## config.mk

```make
export PLATFORM = sky130hd
export DESIGN_NAME = pprm_route_mux
export DESIGN_NICKNAME = d
export VERILOG_FILES = /design/src/rtl/pprm_pkg.sv /design/src/rtl/pprm_route_mux.sv
export SDC_FILE = /design/constraint.sdc
export NUM_CORES = 1
export LEC_CHECK = 0
export BUFFER_PORTS_ARGS = -buffer_cell sky130_fd_sc_hd__buf_2
export CORE_MARGIN = 2
export CORE_UTILIZATION = 30
export DETAILED_ROUTE_END_ITERATION = 16
export GPL_ROUTABILITY_DRIVEN = 0
export PLACE_DENSITY = 0.61
export SLEW_MARGIN = 25
export SYNTH_ARGS = -nofsm -noshare
export SYNTH_HDL_FRONTEND = slang
export SYNTH_SLANG_ARGS = --single-unit
export TNS_END_PERCENT = 1
```

## constraint.sdc

```tcl
create_clock -name clk -period 4.95 [get_ports clk]
set_input_delay 0 -clock clk [delete_from_list [all_inputs] [get_ports clk]]
set_output_delay 0 -clock clk [all_outputs]
set_load 0.03 [all_outputs]
```

## src/rtl/pprm_pkg.sv

```systemverilog
/*
 * Constants and carrier types of the peripheral pin routing multiplexer.
 * Assumes ports A to G are numbered 0 to 6 and each holds eight pins.
 */
package pprm_pkg;

   // Geometry
   localparam int NUM_PORTS = 7;
   localparam int NUM_EVT   = 7;
   localparam int NUM_LUT   = 6;
   localparam int NUM_SER   = 6;

   // Register indices; the byte address is four times the index
   localparam logic [1:0] EVT_ROUTE_IDX  = 2'h0;
   localparam logic [1:0] LUT_ROUTE_IDX  = 2'h1;
   localparam logic [1:0] SER_ROUTE_A_IDX = 2'h2;
   localparam logic [1:0] SER_ROUTE_B_IDX = 2'h3;

   // Reset values
   localparam logic [7:0] EVT_ROUTE_RST   = 8'h00;
   localparam logic [7:0] LUT_ROUTE_RST   = 8'h00;
   localparam logic [7:0] SER_ROUTE_A_RST = 8'h00;
   localparam logic [7:0] SER_ROUTE_B_RST = 8'h00;

   // Implemented bits of each register
   localparam logic [7:0] EVT_ROUTE_MASK   = 8'h7f;
   localparam logic [7:0] LUT_ROUTE_MASK   = 8'h3f;
   localparam logic [7:0] SER_ROUTE_A_MASK = 8'hff;
   localparam logic [7:0] SER_ROUTE_B_MASK = 8'h0f;

   // Event line pin positions; line F has no alternate position
   localparam logic [2:0] EVT_PIN_DEF = 3'h2;
   localparam logic [2:0] EVT_PIN_ALT = 3'h7;
   localparam int         EVT_NO_ALT  = 5;

   // Lookup table output positions; inputs always sit on pins 0 to 2
   localparam logic [2:0] LUT_OUT_DEF = 3'h3;
   localparam logic [2:0] LUT_OUT_ALT = 3'h6;
   localparam int         LUT_NO_ALT  = 3;
   localparam logic [5:0][2:0] LUT_PORT = {3'h6, 3'h1, 3'h5, 3'h3, 3'h2, 3'h0};

   // Serial channel field codes and pin groups
   localparam logic [1:0] SER_DEFAULT = 2'h0;
   localparam logic [1:0] SER_ALT     = 2'h1;
   localparam logic [1:0] SER_RSVD    = 2'h2;
   localparam logic [1:0] SER_NONE    = 2'h3;
   localparam logic [2:0] SER_BASE_DEF = 3'h0;
   localparam logic [2:0] SER_BASE_ALT = 3'h4;
   localparam int         SER_SHORT_ALT = 2;
   localparam int         SER_UNROUTED  = 4;
   localparam int         SER_A_CHANS   = 4;
   localparam logic [5:0][2:0] SER_PORT = {3'h6, 3'h4, 3'h1, 3'h5, 3'h2, 3'h0};

   // What a serial channel drives toward its pins
   typedef struct packed {
      logic tx;
      logic clkOut;
      logic clkOe;
      logic dir;
   } pprm_ser_drive_s;

   // Whole state of the multiplexer
   typedef struct packed {
      logic [3:0][7:0]           route;
      logic [NUM_PORTS-1:0][7:0] pinMeta;
      logic [NUM_PORTS-1:0][7:0] pinSync;
      logic [NUM_PORTS-1:0][7:0] pinOut;
      logic [NUM_PORTS-1:0][7:0] pinOe;
      logic [NUM_LUT-1:0][2:0]   lutIn;
      logic [NUM_SER-1:0]        serRx;
      logic [NUM_SER-1:0]        serClkIn;
      logic [31:0]               prdata;
      logic                      pready;
      logic                      pslverr;
   } pprm_state_s;

endpackage

```

## src/rtl/pprm_route_mux.sv

```systemverilog
/*
 * Peripheral pin routing multiplexer: four routing registers on APB steer
 * event lines, lookup tables and serial channels onto port pins.
 * Assumes pin inputs are asynchronous and peripheral signals share clk.
 */
// The APB interface to the registers was decided locally.
// Behaviour
// [RULE1] Event line G goes to pin G2 when clear, G7 when set.
// [RULE2] Event line F goes to pin F2 when clear; set leaves it unrouted.
// [RULE3] Event line E goes to pin E2 when clear, E7 when set.
// [RULE4] Event line D goes to pin D2 when clear, D7 when set.
// [RULE5] Event line C goes to pin C2 when clear, C7 when set.
// [RULE6] Event line B goes to pin B2 when clear, B7 when set.
// [RULE7] Event line A goes to pin A2 when clear, A7 when set.
// [RULE8] Table 5 output on G3 or G6; inputs always G0 to G2.
// [RULE9] Table 4 output on B3 or B6; inputs always B0 to B2.
// [RULE10] Table 3 uses F3 and F0 to F2 when clear; set is unrouted.
// [RULE11] Table 2 output on D3 or D6; inputs always D0 to D2.
// [RULE12] Table 1 output on C3 or C6; inputs always C0 to C2.
// [RULE13] Table 0 output on A3 or A6; inputs always A0 to A2.
// [RULE14] Serial 3 field bits 7:6 picks B0-B3 or B4-B7; code 2 reserved.
// [RULE15] Serial 2 field bits 5:4 picks F0-F3, or only transmit/receive on F4-F5.
// [RULE16] Serial 1 field bits 3:2 picks C0-C3 or C4-C7.
// [RULE17] Serial 0 field bits 1:0 picks A0-A3 or A4-A7.
// [RULE18] Serial 5 field bits 3:2 of second register picks G0-G3 or G4-G7.
// [RULE19] Serial field code 3 connects none of the channel's signals.
// [RULE20] Registers enable, disable or move peripheral functions between pin positions.
// [RULE21] Unused register bits read zero and ignore writes.
// [RULE22] Writes steer pins from the next cycle; undefined codes disconnect.
`timescale 1ns/10ps

module pprm_route_mux #(
   parameter int ADDR_W = 12
) (
   // Clock and reset
   input  logic                                   clk,
   input  logic                                   rst,
   // APB slave
   input  logic                                   psel,
   input  logic                                   penable,
   input  logic                                   pwrite,
   input  logic [ADDR_W-1:0]                      paddr,
   input  logic [31:0]                            pwdata,
   input  logic [3:0]                             pstrb,
   output logic [31:0]                            prdata,
   output logic                                   pready,
   output logic                                   pslverr,
   // Peripheral side
   input  logic [pprm_pkg::NUM_EVT-1:0]           eventLine,
   input  logic [pprm_pkg::NUM_LUT-1:0]           lutOut,
   output logic [pprm_pkg::NUM_LUT-1:0][2:0]      lutIn,
   input  pprm_pkg::pprm_ser_drive_s [5:0]        serDrive,
   output logic [pprm_pkg::NUM_SER-1:0]           serRx,
   output logic [pprm_pkg::NUM_SER-1:0]           serClkIn,
   // Port pins, port A first
   input  logic [pprm_pkg::NUM_PORTS-1:0][7:0]    pinIn,
   output logic [pprm_pkg::NUM_PORTS-1:0][7:0]    pinOut,
   output logic [pprm_pkg::NUM_PORTS-1:0][7:0]    pinOe
);

   // The unmapped test needs at least one address bit above the word index
   if (ADDR_W < 5) begin : g_addr_check
      $error("ADDR_W must be at least 5");
   end

   pprm_pkg::pprm_state_s s;
   pprm_pkg::pprm_state_s n;

   logic [1:0] regIdx;
   logic       regHit;

   // Word index of the access; anything above index 3 is unmapped
   assign regIdx = paddr[3:2];
   assign regHit = (paddr[ADDR_W-1:4] == '0);

   function automatic logic [7:0] regMask(input logic [1:0] idx);
      logic [7:0] m;
      m = pprm_pkg::SER_ROUTE_B_MASK;
      unique case (idx)
         pprm_pkg::EVT_ROUTE_IDX:   m = pprm_pkg::EVT_ROUTE_MASK;
         pprm_pkg::LUT_ROUTE_IDX:   m = pprm_pkg::LUT_ROUTE_MASK;
         pprm_pkg::SER_ROUTE_A_IDX: m = pprm_pkg::SER_ROUTE_A_MASK;
         pprm_pkg::SER_ROUTE_B_IDX: m = pprm_pkg::SER_ROUTE_B_MASK;
      endcase
      return m;
   endfunction

   // Two-bit routing field of a serial channel
   function automatic logic [1:0] serField(input logic [3:0][7:0] r,
                                           input int ch);
      logic [1:0] f;
      if (ch < pprm_pkg::SER_A_CHANS) begin
         f = r[pprm_pkg::SER_ROUTE_A_IDX][2*ch +: 2];
      end else begin
         f = r[pprm_pkg::SER_ROUTE_B_IDX][2*(ch-pprm_pkg::SER_A_CHANS) +: 2];
      end
      return f;
   endfunction

   always_comb begin
      logic [2:0] port;
      logic [2:0] pin;
      logic [1:0] field;
      logic       sel;
      port  = 3'h0;
      pin   = 3'h0;
      field = 2'h0;
      sel   = 1'b0;
      n = s;

      // Pins pass two flops before any routing logic sees them
      n.pinMeta = pinIn;
      n.pinSync = s.pinMeta;

      // One wait-free access phase: answer prepared during setup
      n.pready  = psel & ~penable;
      n.pslverr = 1'b0;
      if (psel && !penable) begin
         n.pslverr = ~regHit;
         n.prdata  = 32'h0;
         if (regHit && !pwrite) begin
            n.prdata = {24'h0, s.route[regIdx] & regMask(regIdx)};  // [RULE21]
         end
      end
      if (psel && penable && s.pready && pwrite && regHit && pstrb[0]) begin
         n.route[regIdx] = pwdata[7:0] & regMask(regIdx);  // [RULE21]
      end

      // Routing follows the value being written, so pins move on the
      // same edge that the register takes it [RULE22] [RULE20]
      n.pinOut   = '0;
      n.pinOe    = '0;
      n.lutIn    = '0;
      n.serRx    = '0;
      n.serClkIn = '0;

      // Event line i sits on port i [RULE1] [RULE3] [RULE4] [RULE5] [RULE6] [RULE7]
      for (int i = 0; i < pprm_pkg::NUM_EVT; i++) begin
         sel = n.route[pprm_pkg::EVT_ROUTE_IDX][i];
         if (!(i == pprm_pkg::EVT_NO_ALT && sel)) begin  // [RULE2]
            pin = sel ? pprm_pkg::EVT_PIN_ALT : pprm_pkg::EVT_PIN_DEF;
            n.pinOut[i][pin] = eventLine[i];
            n.pinOe[i][pin]  = 1'b1;
         end
      end

      // Lookup tables [RULE8] [RULE9] [RULE11] [RULE12] [RULE13]
      for (int k = 0; k < pprm_pkg::NUM_LUT; k++) begin
         sel  = n.route[pprm_pkg::LUT_ROUTE_IDX][k];
         port = pprm_pkg::LUT_PORT[k];
         if (!(k == pprm_pkg::LUT_NO_ALT && sel)) begin  // [RULE10] [RULE22]
            pin = sel ? pprm_pkg::LUT_OUT_ALT : pprm_pkg::LUT_OUT_DEF;
            n.pinOut[port][pin] = lutOut[k];
            n.pinOe[port][pin]  = 1'b1;
            n.lutIn[k]          = s.pinSync[port][2:0];
         end
      end

      // Serial channels come last, so they win a pin shared with the above.
      // Channel 4 has a stored field but no pin routing here.
      for (int c = 0; c < pprm_pkg::NUM_SER; c++) begin
         field = serField(n.route, c);
         port  = pprm_pkg::SER_PORT[c];
         // Reserved and none codes leave the channel off every pin [RULE19] [RULE22]
         if (c != pprm_pkg::SER_UNROUTED &&
             (field == pprm_pkg::SER_DEFAULT || field == pprm_pkg::SER_ALT)) begin
            // [RULE14] [RULE16] [RULE17] [RULE18]
            pin = (field == pprm_pkg::SER_ALT) ? pprm_pkg::SER_BASE_ALT
                                               : pprm_pkg::SER_BASE_DEF;
            n.pinOut[port][pin]        = serDrive[c].tx;
            n.pinOe[port][pin]         = 1'b1;
            n.serRx[c]                 = s.pinSync[port][pin + 3'h1];
            // Short alternate group carries no clock or direction [RULE15]
            if (!(c == pprm_pkg::SER_SHORT_ALT && field == pprm_pkg::SER_ALT)) begin
               n.pinOut[port][pin + 3'h2] = serDrive[c].clkOut;
               n.pinOe[port][pin + 3'h2]  = serDrive[c].clkOe;
               n.serClkIn[c]              = s.pinSync[port][pin + 3'h2];
               n.pinOut[port][pin + 3'h3] = serDrive[c].dir;
               n.pinOe[port][pin + 3'h3]  = 1'b1;
            end
         end
      end
   end

   always_ff @(posedge clk) begin
      if (rst) begin
         s <= '0;
         s.route[pprm_pkg::EVT_ROUTE_IDX]   <= pprm_pkg::EVT_ROUTE_RST;
         s.route[pprm_pkg::LUT_ROUTE_IDX]   <= pprm_pkg::LUT_ROUTE_RST;
         s.route[pprm_pkg::SER_ROUTE_A_IDX] <= pprm_pkg::SER_ROUTE_A_RST;
         s.route[pprm_pkg::SER_ROUTE_B_IDX] <= pprm_pkg::SER_ROUTE_B_RST;
      end else begin
         s <= n;
      end
   end

   assign prdata   = s.prdata;
   assign pready   = s.pready;
   assign pslverr  = s.pslverr;
   assign lutIn    = s.lutIn;
   assign serRx    = s.serRx;
   assign serClkIn = s.serClkIn;
   assign pinOut   = s.pinOut;
   assign pinOe    = s.pinOe;

endmodule // pprm_route_mux

```

### Word-level counts from Yosys, hierarchy flattened

Cells that the tools add are included.

| storage, ports and cells | value |
|---|---|
| output and inout bits | 176 |
| register bits after elaboration | 294 |
| logic and storage cells | 379 |
| bits of input ports | 146 |

| operators by class | value |
|---|---|
| bitwise gates (word level) | 34 |
| mux-type cells | 147 |
| $lt $le $gt $ge | 63 |
| reductions and logical operators | 58 |
| add/sub/neg operators | 15 |
| equality and inequality tests | 8 |

Operator list:

| cell | count |
|---|---|
| bitwise mux 8 bit | 26 |
| 2-to-1 mux 8 bit | 22 |
| < comparator 3 x 4 -> 1 bit (second input constant) | 33 |
| OR 8 bit | 16 |
| demux 1 bit (select 3 bit) | 28 |
| greater-or-equal comparator 3 x 1 -> 1 bit (second input constant) | 28 |
| AND 8 bit | 9 |
| 2-to-1 mux 3 bit | 18 |
| 2-to-1 mux 1 bit | 38 |
| logical AND 1 bit | 36 |
| bitwise mux 32 bit | 1 |
| 2-to-1 mux 32 bit | 1 |
| case mux 8 bit (4 select lines) | 1 |
| adder 3 x 2 -> 3 bit (second input constant) | 10 |
| binary-select mux 1 bit (select 3 bit) | 10 |
| binary-select mux 8 bit (select 2 bit) | 1 |
| demux 8 bit (select 2 bit) | 1 |
| adder 3 x 1 -> 3 bit (second input constant) | 5 |
| OR reduction 2 bit | 7 |
| equality test 2 x 1 -> 1 bit (second input constant) | 6 |
| logical NOT 2 bit | 6 |
| logical NOT 8 bit | 1 |
| NOT 1 bit | 8 |
| logical OR 1 bit | 5 |
| 6 further kinds | 8 |

### Depth between registers and ports, before layout

| depth | value |
|---|---|
| word-level depth | 23 |
| mapped depth | 7 |
| gate-level depth less buffers | 5 |

### Worst setup path before layout

OpenSTA, ideal clock, no wires.

| timing | value |
|---|---|
| path type | reg2reg |
| start | reg s (netlist bit pready) |
| end | reg s (netlist bit pinOe[10]) |
| arrival time | 2.123 ns |
| period minus slack after synthesis | 2.251 ns |
| path slack | 2.699 ns |
| buffers on the path | 1 |
| cell stages (with the launch flop) | 7 |
| library setup time | 0.128 ns |
| data required time | 4.822 ns |
| cell sequence | dfxtp_1 nand3_1 nor4_4 buf_6 mux2i_1 mux2i_1 nor2_1 |

| between the ends | value |
|---|---|
| word-level cells in the longest chain between the ends | 15 |
| elaborated cells between the ends (all ways) | 43 |
| classes of those cells | 2 x add/sub; 10 x order compare; 1 x eq/ne; 16 x mux; 3 x bitwise; 11 x reduce/logical |

RTL lines:

| item | line | RTL |
|---|---|---|
| start, declared | pprm_route_mux.sv:66 | `pprm_pkg::pprm_state_s s;` |
| start signal, assigned | pprm_route_mux.sv:193 | `s <= n;` |
| logical AND 1 bit (*) (4 in a row) | pprm_route_mux.sv:125 | `if (psel && penable && s.pready && pwrite && regHit && pstrb[0]) begin` |
| 2-to-1 mux 32 bit (*) | pprm_route_mux.sv:125 |  |
| equality test 2 x 1 -> 1 bit, or another cell as far along | - |  |
| 2-to-1 mux 3 bit, or another cell as far along | pprm_route_mux.sv:168 | `pin = (field == pprm_pkg::SER_ALT) ? pprm_pkg::SER_BASE_ALT` |
| adder 3 x 2 -> 3 bit, or another cell as far along | pprm_route_mux.sv:176 | `n.pinOe[port][pin + 3'h2] = serDrive[c].clkOe;` |
| < comparator 3 x 4 -> 1 bit (not written as such), or another cell as far along | pprm_route_mux.sv:176 |  |
| logical AND 1 bit (not written as such), or another cell as far along | pprm_route_mux.sv:176 |  |
| 2-to-1 mux 1 bit (not written as such), or another cell as far along | pprm_route_mux.sv:176 |  |
| demux 1 bit (select 3 bit) or OR 8 bit (tied branches) | - |  |
| bitwise mux 8 bit | pprm_route_mux.sv:176 |  |
| OR 8 bit (no source line) | - |  |
| 2-to-1 mux 8 bit (*) | pprm_route_mux.sv:165 | `if (c != pprm_pkg::SER_UNROUTED &&` |

Mark *: on every way between the ends. The rest lies on a longest branch, timed or not.
A chain may end at the register's enable or synchronous reset.

### Worst setup path in the final report

| timing | value |
|---|---|
| start | reg s (netlist bit pready) |
| end | reg s (netlist bit pinOut[15]) |

| between the ends | value |
|---|---|
| word-level cells in the longest chain between the ends | 16 |
| elaborated cells between the ends (all ways) | 44 |
| classes of those cells | 2 x add/sub; 10 x order compare; 1 x eq/ne; 19 x mux; 1 x bitwise; 11 x reduce/logical |

RTL lines:

| item | line |
|---|---|
| logical AND 1 bit (*) (4 in a row) | pprm_route_mux.sv:125 |
| 2-to-1 mux 32 bit (*) | pprm_route_mux.sv:125 |
| parallel branches: the longest is 10 deep, another holds < comparator 3 x 4 -> 1 bit | - |
| 2-to-1 mux 8 bit (*) | pprm_route_mux.sv:165 |

Every way passes the cells marked *.

==> results.txt <==
----------------------------------------------------
[Min path]
  Worst min-delay path startpoint ... pwdata[3]
  Hold Crit Class ... input pin to flop
  Hold worst-path end ... s[291]
  Min-Delay Path Depth ... 3

[Layout]
  Leading cell types in the layout, fill and taps excluded ... 191 x sky130_fd_sc_hd__buf_2, 185 x sky130_fd_sc_hd__dfxtp_1, 94 x sky130_fd_sc_hd__nor2_1
  Final cell utilization of the core ... 36.6%
  Nets ... 1057
  Area overhead of the layout relative to synthesis ... 20.3%
  Share of cells above drive strength 1 ... 27.7%
  Most common cell after layout, fill and taps aside ... sky130_fd_sc_hd__buf_2
  Post-Layout Inst Area ... 9200 um2

[GRT]
  First-pass GRT wire length ... 25.7 mm
  Antenna violations before repair ... 0
  Global routing usage summed across all routing layers ... 12.7%
  Vias in the first global route ... 4734
  Final global-route overflow total ... 0
  Pin count of the biggest net entering global routing ... 122

[Die]
  Initial cell density of the core ... 30.5%
  Area inside the core boundary ... 25100 um2
  Boundary Pins ... 322
  Overall die area ... 26800 um2
  Horizontal die dimension ... 164 um
  Site row count ... 58
  Die Y-Extent ... 164 um

[Yosys]
  Total number of yosys warnings ... 0
  Mean area per synthesized cell ... 10.0 um2
  Top post-synthesis cells by area ... sky130_fd_sc_hd__dfxtp_1 48%, sky130_fd_sc_hd__buf_4 17%, sky130_fd_sc_hd__nor2b_1 6.6%, sky130_fd_sc_hd__mux2i_1 6.2%, sky130_fd_sc_hd__nor2_1 4.6%
  Seq/Total Area, Yosys ... 48.4%
  Fraction of registers with async set or reset after synthesis ... 0%
  Number of synthesized register bits ... 185
  Top FF cell, synth ... sky130_fd_sc_hd__dfxtp_1
  Netlist area before placement ... 7650 um2
  Post-synthesis instance total ... 761
  Share of the synthesized area in the top cell type ... 48.4%
  Library cell occupying the most area in the post-synthesis netlist ... sky130_fd_sc_hd__dfxtp_1
  Number of enable flip-flop cells after synthesis ... 0
  Count of different cell masters after synthesis ... 40

[Setup path]
  Capturing point of the worst reg2reg path ... pinOut[15]
  Worst Path Max Fanout ... 9
  Worst path top cell family by delay ... simple AND/OR/NAND/NOR gates
  Buffers and inverters on the worst path ... 2
  Worst Path Required ... 5320 ps
  Data arrival time of the critical path ... 3670 ps
  Reg-to-reg critical path startpoint ... pready
  Worst-case reg-to-reg path depth ... 7
  Slowest cell on the critical path ... sky130_fd_sc_hd__nor4_4
  Cell chain of the critical path ... nand3_1 > nor4_4 > buf_4 > mux2i_1 > nor2_1 > a311oi_1 > dlygate4sd3_1
  Worst setup path category ... flop to flop
  Maximum cell stage delay along the critical path ... 720 ps
  Startpoint class of the critical path ... flop
  Critical path endpoint category ... flop
  Setup slack on the worst flop-to-flop path ... 1650 ps
  Worst setup startpoint ... pready

[Clock tree]
  Number of CTS-inserted buffers ... 17
  Number of gates resized after cts ... 0
  CTS H-tree depth ... 4
  Clock tree from TritonCTS ... built
  Post-CTS setup buffer count ... 0
  Quantity of hold-fixing buffers added after cts ... 71
  Clock sink count ... 185
  Maximum number of buffers from clock root to sink ... 2
  Clock transition at the registers of the reported paths ... 70 ps
  Cell chosen for the clock root ... sky130_fd_sc_hd__clkbuf_16
  Clock insertion delay at the later pin of the skew report ... 430 ps

[Placed design]
  Buffers on Ports ... 192
  Standard cell area after detailed placement ... 7900 um2
  Detail Placement HPWL ... 12.0 mm
  Pre-CTS setup slack ... 1940 ps

[STA]
  Setup Viol. Count Final ... 0
  Actual transition at the worst max-transition pin ... 911 ps
  Fmax ... 303 MHz
  Skew final ... 8.80 ps
  Final Critical Period ... 3300 ps
  Min setup slack post-route ... 1650 ps
  Number of failing hold endpoints at the final stage ... 0
  Share of the clock period used by the worst path after layout ... 66.7%
  Post-Route Setup TNS ... 0 ps
  Relative max-transition margin ... 37.5%
  Final max-slew violation count ... 0
  Unrepaired setup endpoints after global routing ... false

[Power and ir drop]
  Static leakage ... 4.15 nW
  Total power after layout ... 3.23 mW
  Total power per unit cell area ... 351 nW/um2
  Peak VDD IR ... 161 uV

[Status]
  Status ... finished, final reports clean

[Route]
  WL final ... 17.2 mm
  Mean routed wirelength per cell ... 13.8 um
  Via density ... 4.04
  Number of detailed-route iterations in the first pass ... 4
  Remaining routing DRC violations ... 0
  Number of vias in the routed layout ... 5061
  Number of DRC markers after the initial detailed-route iteration ... 298
  Count of nets left with antenna violations after detail routing ... 0

[Job]
  Number of max-cap violations ... 0

----------------------------------------------------
-- final cells by class --
type	count	area (um2)
repair buffers	270	1730
clock inverters	14	165
multi-input cells	429	2730
well taps	330	413
flip-flops and latches	185	3700
clock buffers	17	425
inverters	8	30.0
fillers	2541	15900
diodes	1	2.50
-- worst max path at each step --
stage | endpoint | cells past startpoint
finish | pinOut[15] | 7
CTS | pinOut[15] | 7
global placement | pinOut[18] | 7
floorplan | pinOe[10] | 6
global route | pinOut[15] | 7
detailed placement | pinOut[18] | 7
-- routing by layer --
layer / vias to the layer above / GRT usage [%] / part of all wire [%]
li1: 2568 / - / -
met1: 2291 / 16.2 / 46
met2: 189 / 20.7 / 46
met3: 13 / 3.83 / 7.2
met4: 0 / 3.95 / 1.0
met5: - / 0 / 0
-- synth_stat cells, drive strengths merged (2+ instances only) --
cell	instances
nand3	9
nand4b	3
a22oi	7
and4b	2
clkbuf	24
nor3b	8
inv	8
dfxtp	185
mux4	4
nor2b	81
a211oi	7
nor3	13
nor2	94
a31oi	3
nor4b	2
nand3b	15
nor4	4
or4	4
buf	184
nand2	4
mux2	7
o21ai	2
a21oi	7
nand2b	8
mux2i	50
a311oi	15
or3b	7
-- logic make-up after synthesis --
group,after synthesis,share of synthesized area (%)
other cells,1,0.0490
buf+inv,216,19.4
simple gates,256,18.8
mux,61,9.29
compound gates,42,4.02
flops,185,48.4
-- state kept, by name (all words and copies together), names as in the netlist --
signal and flops:
serClkIn 5, lutIn 18, pinOut 36, prdata 8, serRx 5, pslverr 1, pinOe 32, pready 1
s 37, n 42
-- metrics by stage --
step	hold slack [ps]	std cells
after floorplan	128	830
after global placement	209	1151
after detailed placement	213	1151
after CTS	5.20	1253
after global routing	40.0	1253
final	22.8	1254
-- tightest hold or removal path, cell delays in order --
cell,delay (ps)
sky130_fd_sc_hd__buf_2,200
sky130_fd_sc_hd__mux2i_1,130
sky130_fd_sc_hd__nor2_1,80
-- report_power, final --
group / switching [mW] / internal (mW) / leakage, nW
sequential: 0.00951 / 1.53 / 1.52
clock: 0.621 / 0.758 / 0.294
combinational: 0.200 / 0.106 / 2.34
Note: power is estimated with default switching activity, not from simulation.
